**config.mk**
```make
export PLATFORM = sky130hd
export DESIGN_NAME = gpm_top
export DESIGN_NICKNAME = d
export VERILOG_FILES = /design/src/gpm_pkg.sv /design/src/gpm_sync.sv /design/src/gpm_pin_mux.sv /design/src/gpm_top.sv
export SDC_FILE = /design/constraint.sdc
export NUM_CORES = 1
export LEC_CHECK = 0
export ABC_CLOCK_PERIOD_IN_PS = 1800
export BUFFER_PORTS_ARGS = -buffer_cell sky130_fd_sc_hd__buf_2
export CAP_MARGIN = 20
export CORE_ASPECT_RATIO = 2
export CORE_MARGIN = 1.5
export CORE_UTILIZATION = 46
export DETAILED_ROUTE_END_ITERATION = 12
export GPL_ROUTABILITY_DRIVEN = 1
export PLACE_DENSITY = 0.77
export SLEW_MARGIN = 20
export SYNTH_ARGS = -nofsm -noshare
export SYNTH_HDL_FRONTEND = slang
export SYNTH_SLANG_ARGS = --single-unit
```
**constraint.sdc**
```tcl
create_clock -name clock_i -period 1.8 [get_ports clock_i]
set_input_delay 0.36 -clock clock_i [delete_from_list [all_inputs] [get_ports clock_i]]
set_output_delay 0.36 -clock clock_i [all_outputs]
set_load 0.1 [all_outputs]
```
**src/gpm_pkg.sv**
```systemverilog
// Shared constants, register map and carrier types for the port block
package gpm_pkg;

   // ===========================================================
   // Widths
   localparam int P5_W   = 8;
   localparam int P7_W   = 7;
   localparam int FSEL_W = 6;
   localparam int OSEL_W = 4;
   localparam int ADDR_W = 12;
   localparam int DATA_W = 32;

   // ===========================================================
   // Register byte offsets
   localparam logic [ADDR_W-1:0] OFS_P5_DIR  = 12'h000;
   localparam logic [ADDR_W-1:0] OFS_P5_DATA = 12'h004;
   localparam logic [ADDR_W-1:0] OFS_P5_FSEL = 12'h008;
   localparam logic [ADDR_W-1:0] OFS_P7_DIR  = 12'h00C;
   localparam logic [ADDR_W-1:0] OFS_P7_DATA = 12'h010;

   // ===========================================================
   // Pin positions
   localparam int P5_TX3_BIT  = 7;
   localparam int P5_RX3_BIT  = 6;
   localparam int P5_WAKEUP_IN5_BIT = 5;
   localparam int P7_TMO_BIT  = 6;
   localparam int P7_TCLK_BIT = 5;
   localparam int P7_TRST_BIT = 4;
   localparam int P7_TX2_BIT  = 2;
   localparam int P7_RX2_BIT  = 1;
   localparam int P7_RSVD_BIT = 7;

   // ===========================================================
   // Reset and fixed values
   localparam logic [P5_W-1:0]   P5_DIR_RST  = 8'h00;
   localparam logic [P5_W-1:0]   P5_DATA_RST = 8'h00;
   localparam logic [FSEL_W-1:0] P5_FSEL_RST = 6'h00;
   localparam logic [P7_W-1:0]   P7_DIR_RST  = 7'h00;
   localparam logic [P7_W-1:0]   P7_DATA_RST = 7'h00;
   localparam logic              P7_RSVD_RD  = 1'h1;
   localparam logic [OSEL_W-1:0] OSEL_OFF    = 4'h0;
   localparam logic              IDLE_HIGH   = 1'h1;

   // ===========================================================
   // Carriers
   typedef struct packed {
      logic              psel;
      logic              penable;
      logic              pwrite;
      logic [ADDR_W-1:0] paddr;
      logic [DATA_W-1:0] pwdata;
   } gpm_apb_req_t;

   typedef struct packed {
      logic              s3_tx_sel;
      logic              s3_txd;
      logic              s3_rx_on;
      logic              s2_tx_sel;
      logic              s2_txd;
      logic              s2_rx_on;
      logic [OSEL_W-1:0] tmr_osel;
      logic              tmr_out;
   } gpm_periph_in_t;

   typedef struct packed {
      logic              s3_rxd;
      logic              s2_rxd;
      logic [FSEL_W-1:0] wakeup_n;
      logic              trig_n;
      logic              tmr_clk_in;
      logic              tmr_rst_in;
   } gpm_periph_out_t;

   typedef struct packed {
      logic [P5_W-1:0]   p5_dir;
      logic [P5_W-1:0]   p5_data;
      logic [FSEL_W-1:0] p5_fsel;
      logic [P7_W-1:0]   p7_dir;
      logic [P7_W-1:0]   p7_data;
      logic [DATA_W-1:0] prdata;
      logic              pslverr;
      gpm_periph_out_t   pout;
   } gpm_state_t;

endpackage

```
**src/gpm_sync.sv**
```systemverilog
// Two-stage synchroniser for asynchronous pin levels
`timescale 1ns/1ps
module gpm_sync #(
   parameter int WIDTH  = 8,
   parameter int STAGES = 2
) (
   input  wire logic             clock_i,
   input  wire logic             resetn_i,
   input  wire logic [WIDTH-1:0] async_i,
   output logic      [WIDTH-1:0] sync_o
);

   // ===========================================================
   // Parameter check
   if (WIDTH < 1 || STAGES < 2) begin : g_bad
      $error("gpm_sync: needs WIDTH >= 1 and STAGES >= 2");
   end

   // ===========================================================
   // Shift chain; first stage feeds only the next stage
   logic [STAGES-1:0][WIDTH-1:0] chain_r;
   logic [STAGES-1:0][WIDTH-1:0] chain_nxt;

   always_comb begin
      chain_nxt = {chain_r[STAGES-2:0], async_i};
   end

   always_ff @(posedge clock_i or negedge resetn_i) begin
      if (!resetn_i) begin
         chain_r <= '0;
      end else begin
         chain_r <= chain_nxt;
      end
   end

   assign sync_o = chain_r[STAGES-1];

endmodule

```
**src/gpm_pin_mux.sv**
```systemverilog
// Per-pin drive selection between port register and a peripheral
`timescale 1ns/1ps
module gpm_pin_mux #(
   parameter int WIDTH = 8
) (
   input  wire logic [WIDTH-1:0] dir_i,
   input  wire logic [WIDTH-1:0] data_i,
   input  wire logic [WIDTH-1:0] claim_out_i,
   input  wire logic [WIDTH-1:0] claim_in_i,
   input  wire logic [WIDTH-1:0] alt_out_i,
   output logic      [WIDTH-1:0] oe_o,
   output logic      [WIDTH-1:0] out_o
);

   // ===========================================================
   // Parameter check
   if (WIDTH < 1) begin : g_bad
      $error("gpm_pin_mux: WIDTH must be at least 1");
   end

   // ===========================================================
   // A claimed output wins; a claimed input forces the driver off
   assign oe_o  = claim_out_i | (dir_i & ~claim_in_i);
   assign out_o = (claim_out_i & alt_out_i) | (~claim_out_i & data_i);

endmodule

```
**src/gpm_top.sv**
```systemverilog
// Port 5 and port 7 general I/O with peripheral pin multiplexing
//
// Summary of operation
// - Unclaimed pin: direction 0 is input, 1 is output.
// - Serial3 transmit select drives port5 bit7 with serial3 data.
// - Serial3 receive enable makes port5 bit6 its receive input.
// - Port5 bit5 wakeup select makes it wakeup and trigger input.
// - Port5 bits 4..0 wakeup select make each a wakeup input.
// - Nonzero timer output select makes port7 bit6 the timer output.
// - Port7 bits 5 and 4 always feed timer clock and reset.
// - Port7 direction bit 1 is output, 0 is input; bit7 reserved.
// - Port7 direction is per bit, write-only, resets to all inputs.
// - Port7 data holds drive values; bits 6..0 reset to zero.
// - Port7 data read returns stored bit where direction is 1.
// - Port7 data read returns live pin where direction is 0.
// - Port7 data bit7 always reads as 1.
// - Serial2 transmit select drives port7 bit2 with serial2 data.
// - Serial2 receive enable makes port7 bit1 its receive input.
// - Port5 direction is write-only, 1 output, resets to zero.
// - Port5 function select resets to zero; 1 picks wakeup input.
//
// The implementer's own choices: the address map and the APB register port.
`timescale 1ns/1ps
module gpm_top (
   input  wire logic                         clock_i,
   input  wire logic                         resetn_i,
   input  wire gpm_pkg::gpm_apb_req_t        apb_i,
   output logic      [gpm_pkg::DATA_W-1:0]   prdata_o,
   output logic                              pready_o,
   output logic                              pslverr_o,
   input  wire logic [gpm_pkg::P5_W-1:0]     p5_in_i,
   output logic      [gpm_pkg::P5_W-1:0]     p5_out_o,
   output logic      [gpm_pkg::P5_W-1:0]     p5_oe_o,
   input  wire logic [gpm_pkg::P7_W-1:0]     p7_in_i,
   output logic      [gpm_pkg::P7_W-1:0]     p7_out_o,
   output logic      [gpm_pkg::P7_W-1:0]     p7_oe_o,
   input  wire gpm_pkg::gpm_periph_in_t      periph_i,
   output gpm_pkg::gpm_periph_out_t          periph_o
);

   localparam int P5W = gpm_pkg::P5_W;
   localparam int P7W = gpm_pkg::P7_W;
   localparam int SW  = P5W + P7W;

   // ===========================================================
   // Helpers
   function automatic logic [P5W-1:0] rd_mix(
      input logic [P5W-1:0] dir,
      input logic [P5W-1:0] data,
      input logic [P5W-1:0] pin
   );
      rd_mix = (dir & data) | (~dir & pin);
   endfunction

   function automatic logic is_mapped(
      input logic [gpm_pkg::ADDR_W-1:0] addr
   );
      is_mapped = (addr == gpm_pkg::OFS_P5_DIR)  ||
                  (addr == gpm_pkg::OFS_P5_DATA) ||
                  (addr == gpm_pkg::OFS_P5_FSEL) ||
                  (addr == gpm_pkg::OFS_P7_DIR)  ||
                  (addr == gpm_pkg::OFS_P7_DATA);
   endfunction

   // ===========================================================
   // Pin synchronisers
   logic [SW-1:0]  pins_sync;
   logic [P5W-1:0] p5_pin;
   logic [P7W-1:0] p7_pin;

   gpm_sync #(
      .WIDTH  (SW),
      .STAGES (2)
   ) u_sync (
      .clock_i  (clock_i),
      .resetn_i (resetn_i),
      .async_i  ({p7_in_i, p5_in_i}),
      .sync_o   (pins_sync)
   );

   assign p5_pin = pins_sync[P5W-1:0];
   assign p7_pin = pins_sync[SW-1:P5W];

   // ===========================================================
   // State
   gpm_pkg::gpm_state_t st_r;
   gpm_pkg::gpm_state_t st_nxt;
   logic                setup_s;
   logic                access_s;

   assign setup_s  = apb_i.psel & ~apb_i.penable;
   assign access_s = apb_i.psel & apb_i.penable;

   always_comb begin
      st_nxt = st_r;
      // Register writes commit at the access edge only
      if (access_s && apb_i.pwrite) begin
         unique case (apb_i.paddr)
            gpm_pkg::OFS_P5_DIR:  st_nxt.p5_dir  = apb_i.pwdata[P5W-1:0];
            gpm_pkg::OFS_P5_DATA: st_nxt.p5_data = apb_i.pwdata[P5W-1:0];
            gpm_pkg::OFS_P5_FSEL: st_nxt.p5_fsel =
               apb_i.pwdata[gpm_pkg::FSEL_W-1:0];
            gpm_pkg::OFS_P7_DIR:  st_nxt.p7_dir  = apb_i.pwdata[P7W-1:0];
            gpm_pkg::OFS_P7_DATA: st_nxt.p7_data = apb_i.pwdata[P7W-1:0];
            default: ;
         endcase
      end
      // Read data captured in setup so it comes from a flop in access
      if (setup_s) begin
         st_nxt.prdata  = '0;
         st_nxt.pslverr = ~is_mapped(apb_i.paddr);
         if (!apb_i.pwrite) begin
            unique case (apb_i.paddr)
               gpm_pkg::OFS_P5_DATA: st_nxt.prdata[P5W-1:0] =
                  rd_mix(st_r.p5_dir, st_r.p5_data, p5_pin);
               gpm_pkg::OFS_P5_FSEL: st_nxt.prdata[gpm_pkg::FSEL_W-1:0] =
                  st_r.p5_fsel;
               gpm_pkg::OFS_P7_DATA: begin
                  st_nxt.prdata[P5W-1:0] = rd_mix({1'b0, st_r.p7_dir},
                     {1'b0, st_r.p7_data}, {1'b0, p7_pin});
                  st_nxt.prdata[gpm_pkg::P7_RSVD_BIT] =
                     gpm_pkg::P7_RSVD_RD;
               end
               // Direction registers are write-only and read as zero
               default: ;
            endcase
         end
      end
      // Peripheral inputs; wakeup lines idle high when not selected
      st_nxt.pout.s3_rxd = periph_i.s3_rx_on ?
         p5_pin[gpm_pkg::P5_RX3_BIT] : gpm_pkg::IDLE_HIGH;
      st_nxt.pout.s2_rxd = periph_i.s2_rx_on ?
         p7_pin[gpm_pkg::P7_RX2_BIT] : gpm_pkg::IDLE_HIGH;
      st_nxt.pout.wakeup_n = p5_pin[gpm_pkg::FSEL_W-1:0] |
         ~st_r.p5_fsel;
      st_nxt.pout.trig_n = st_r.p5_fsel[gpm_pkg::P5_WAKEUP_IN5_BIT] ?
         p5_pin[gpm_pkg::P5_WAKEUP_IN5_BIT] : gpm_pkg::IDLE_HIGH;
      st_nxt.pout.tmr_clk_in = p7_pin[gpm_pkg::P7_TCLK_BIT];
      st_nxt.pout.tmr_rst_in = p7_pin[gpm_pkg::P7_TRST_BIT];
   end

   always_ff @(posedge clock_i or negedge resetn_i) begin
      if (!resetn_i) begin
         st_r.p5_dir  <= gpm_pkg::P5_DIR_RST;
         st_r.p5_data <= gpm_pkg::P5_DATA_RST;
         st_r.p5_fsel <= gpm_pkg::P5_FSEL_RST;
         st_r.p7_dir  <= gpm_pkg::P7_DIR_RST;
         st_r.p7_data <= gpm_pkg::P7_DATA_RST;
         st_r.prdata  <= '0;
         st_r.pslverr <= 1'b0;
         st_r.pout    <= '1;
      end else begin
         st_r <= st_nxt;
      end
   end

   // ===========================================================
   // Bus answer: zero wait states
   assign pready_o  = 1'b1;
   assign prdata_o  = st_r.prdata;
   assign pslverr_o = st_r.pslverr & access_s;
   assign periph_o  = st_r.pout;

   // ===========================================================
   // Pin claims
   logic [P5W-1:0] p5_claim_out;
   logic [P5W-1:0] p5_claim_in;
   logic [P5W-1:0] p5_alt;
   logic [P7W-1:0] p7_claim_out;
   logic [P7W-1:0] p7_claim_in;
   logic [P7W-1:0] p7_alt;

   always_comb begin
      p5_claim_out = '0;
      p5_alt       = '0;
      p5_claim_in  = '0;
      p5_claim_out[gpm_pkg::P5_TX3_BIT] = periph_i.s3_tx_sel;
      p5_alt[gpm_pkg::P5_TX3_BIT]       = periph_i.s3_txd;
      p5_claim_in[gpm_pkg::P5_RX3_BIT]  = periph_i.s3_rx_on;
      // Wakeup selects cover bits 5..0, bit5 doubling as trigger
      p5_claim_in[gpm_pkg::FSEL_W-1:0]  = st_r.p5_fsel;
      p7_claim_out = '0;
      p7_alt       = '0;
      p7_claim_in  = '0;
      p7_claim_out[gpm_pkg::P7_TMO_BIT] =
         (periph_i.tmr_osel != gpm_pkg::OSEL_OFF);
      p7_alt[gpm_pkg::P7_TMO_BIT]       = periph_i.tmr_out;
      p7_claim_out[gpm_pkg::P7_TX2_BIT] = periph_i.s2_tx_sel;
      p7_alt[gpm_pkg::P7_TX2_BIT]       = periph_i.s2_txd;
      p7_claim_in[gpm_pkg::P7_RX2_BIT]  = periph_i.s2_rx_on;
   end

   gpm_pin_mux #(
      .WIDTH (P5W)
   ) u_mux5 (
      .dir_i       (st_r.p5_dir),
      .data_i      (st_r.p5_data),
      .claim_out_i (p5_claim_out),
      .claim_in_i  (p5_claim_in),
      .alt_out_i   (p5_alt),
      .oe_o        (p5_oe_o),
      .out_o       (p5_out_o)
   );

   gpm_pin_mux #(
      .WIDTH (P7W)
   ) u_mux7 (
      .dir_i       (st_r.p7_dir),
      .data_i      (st_r.p7_data),
      .claim_out_i (p7_claim_out),
      .claim_in_i  (p7_claim_in),
      .alt_out_i   (p7_alt),
      .oe_o        (p7_oe_o),
      .out_o       (p7_out_o)
   );
endmodule

```
==> flow_metrics.py <==
metrics = {
    "outcome": {
        "violations": "negative setup slack",
        "status": "finished, violations left",
    },
    "place": {
        "numPlacedInstances": 454,
        "io_buffer_count": 100,
        "dpl_cell_area_sq_mm": 0.004130,
        "place_hpwl_um": 5417,
        "place_ws_ns": -0.3855,
        "place.gp.congestion": 0.7678,
    },
    "routing": {
        "vias_per_cell": 4.996,
        "initialDrtViolationCount": 117,
        "wl_um": 7454,
        "ant_nets": 0,
        "drc": 0,
        "wl_per_cell_um": 15.83,
        "drt_first_pass_iters": 4,
        "vias": 2353,
    },
    "die": {
        "dieArea_sq_mm": 0.008603,
        "rows": 46,
        "coreArea_sq_mm": 0.007828,
        "die_x_um": 66.34,
        "start_util_pct": 47.15,
        "die-height_um": 129.7,
        "io_pins": 150,
    },
    "sta": {
        "post-route-period-util_pct": 102.4,
        "setup_slack_ns": -0.04349,
        "tightestPinTransition_ns": 0.5083,
        "fmax_ghz": 0.5425,
        "slew_viol_final": 0,
        "rsz0062_at_grt": "yes",
        "finClkSkew_ns": 0.002894,
        "hold_viol": 0,
        "period_minus_slack_ns": 1.843,
        "finalSetupTns_ns": -0.3658,
        "relSlewSlack_pct": 66.11,
        "setup_viol": 15,
    },
    "critical_path": {
        "critPathRequiredTime_ns": 2.02,
        "start_kind": "input port",
        "cp-end-kind": "flip-flop",
        "critPathArrivalTime_ns": 2.06,
        "worstSetupPathType": "in2reg",
        "critPathMaxFanout": 4,
    },
    "clock_tree": {
        "cts_setup_buffers": 0,
        "clk_path_buf_depth": 2,
        "tritoncts": "done",
        "clock_latency_ns": 0.33,
        "cts_buffers": 9,
        "htreeDepth": 3,
        "ctsRootBufferMaster": "clkbuf_16",
        "clock_sinks": 85,
        "clk_pin_slew_ns": 0.06,
    },
    "cells_and_area": {
        "layout_commonest_cell": "buf_2",
        "design_area_sq_mm": 0.004502,
        "seqCellArea_sq_mm": 0.002140,
        "multiInputGateArea_sq_mm": 0.001227,
        "final_cell_mix": "buf_2, dfrtp_1, mux2_2, conb_1, buf_4",
        "diodes": 0,
        "syn2layout_area_growth_pct": 21.97,
        "instances_no_fill": 471,
        "finalNetCount": 445,
        "drive_gt1_share_pct": 54.93,
        "fillCellCount": 669,
    },
    "power_and_ir_drop": {
        "peakVddDrop_mv": 0.5965,
        "powerDensity_mw_per_mm2": 936.2,
        "p_leak_nw": 2.326,
        "total_power_w": 0.004215,
    },
    "yosys": {
        "synth_edf_count": 0,
        "syn_inst": 278,
        "synth_area_sq_mm": 0.003691,
        "synth-async-reset-ratio_pct": 100.0,
        "synthDistinctLibCells": 30,
        "yosysWarnings": 0,
        "ys.flop_type": "dfrtp_1",
        "ys_seq_area_share_pct": 57.97,
        "ys_ff_latch": 85,
        "avgSynthCellArea_sq_um": 13.28,
    },
    "hold_path": {
        "hold_path.class": "in2reg",
    },
    "grt": {
        "grt_usage_pct": 17.86,
        "gr-total-overflow": 0,
        "grt_max_degree": 40,
        "antenna_found_initial": 0,
        "grt_pass1_vias": 2300,
        "grt_pass1_wl_um": 11270,
    },
    "flow_run": {
        "cap_violations": 0,
    },
}
-- final timing paths --
| kind | startpoint | endpoint | slack (ns) | cells past startpoint |
|---|---|---|---|---|
| worst max-delay path | apb_i[40] | st_r[73]$_DFFE_PN0P_ | -0.04 | 7 |
| worst min-delay path | p5_in_i[2] | u_sync.chain_nxt[17]$_DFF_PN0_ | 0.13 | 1 |
| worst max register to register | st_r[75]$_DFFE_PN0P_ | prdata_o[3]$_DFFE_PN0P_ | 0.63 | 3 |
| worst min register to register | u_sync.chain_nxt[25]$_DFF_PN0_ | u_sync.sync_o[10]$_DFF_PN0_ | 0.35 | 0 |
| max in group asynchronous | resetn_i | periph_o[3]$_DFF_PN1_ | 0.63 | 3 |
| min in group asynchronous | resetn_i | st_r[70]$_DFFE_PN0P_ | 0.53 | 2 |
-- critical path, stage by stage --
cell and delay, ns:
buf_6 0.09, or4_4 0.55, nor4_4 0.30, buf_4 0.21
nand2_2 0.12, buf_4 0.17, mux2_2 0.27
-- kinds of logic (layout without fill, tap and decap cells) --
group           count (synthesis)  count (layout)  synth area share [%]
compound gates                 17              17                 3.526
mux                            54              54                 15.97
other cells                     2              25                0.2035
flops                          85              85                 57.97
xor+xnor                        1               1                0.2373
simple gates                   53              53                 9.119
buf+inv                        66             140                 12.98
-- cell type report --
type / instances / area share (%)
multi-input cells: 150 / 27.27
clock inverters: 1 / 0.1112
well taps: 96 / 2.668
flip-flops and latches: 85 / 47.53
repair buffers: 124 / 16.26
clock buffers: 15 / 6.170
-- through the flow --
stage | utilization, % | hold WS, ns
finish | 57.51 | 0.1291
global route | 57.51 | 0.1151
CTS | 56.67 | 0.1117
detailed placement | 52.77 | 0.3358
global placement | 52.77 | 0.3338
floorplan | - | 0.06441
-- cells in the mapped netlist, types with 6 or more instances --
master / n / area (sq um)
a221o_1: 6 / 60.06
nand2_1: 6 / 22.52
nor2b_1: 9 / 56.30
nand2b_1: 12 / 75.07
mux2i_1: 15 / 150.1
and2_1: 6 / 37.54
mux2_2: 39 / 439.2
buf_4: 61 / 457.9
dfrtp_1: 75 / 1877
dfstp_2: 10 / 262.8
o22ai_1: 7 / 43.79
-- power breakdown --
group          internal, W  leakage (nW)  total (W)  switching (W)
combinational    0.0000929          1.11   0.000527       0.000434
clock              0.00105         0.140    0.00172       0.000672
sequential         0.00196          1.08    0.00197      0.0000139
-- repair_timing --
action | 4_1_cts | 5_1_grt
cloned | 0 | 0
hold endpoints to repair | 3 | 0
endpoints found under the setup margin | 32 | 43
resized for setup | 3 | 13
pin swaps | 0 | 0
hold buffers | 1 | 0
-- registers in the layout, indices dropped and copies added (netlist names) --
name,count
p5_claim_in,6
prdata_o,8
st_r,31
u_sync.sync_o,15
u_sync.chain_nxt,15
periph_o,10
-- per-layer routing --
| metal | part of all wire (%) | up-vias | global-route usage (%) | routed length [um] |
|---|---|---|---|---|
| met5 | 0 | - | 0 | 0 |
| met4 | 2.1 | 0 | 7.563 | 154 |
| met3 | 8.2 | 16 | 5.729 | 614 |
| met2 | 51 | 113 | 28.94 | 3788 |
| met1 | 39 | 1168 | 21.69 | 2896 |
| li1 | - | 1056 | - | - |
No activity file was read; power rests on OpenSTA's default activity.
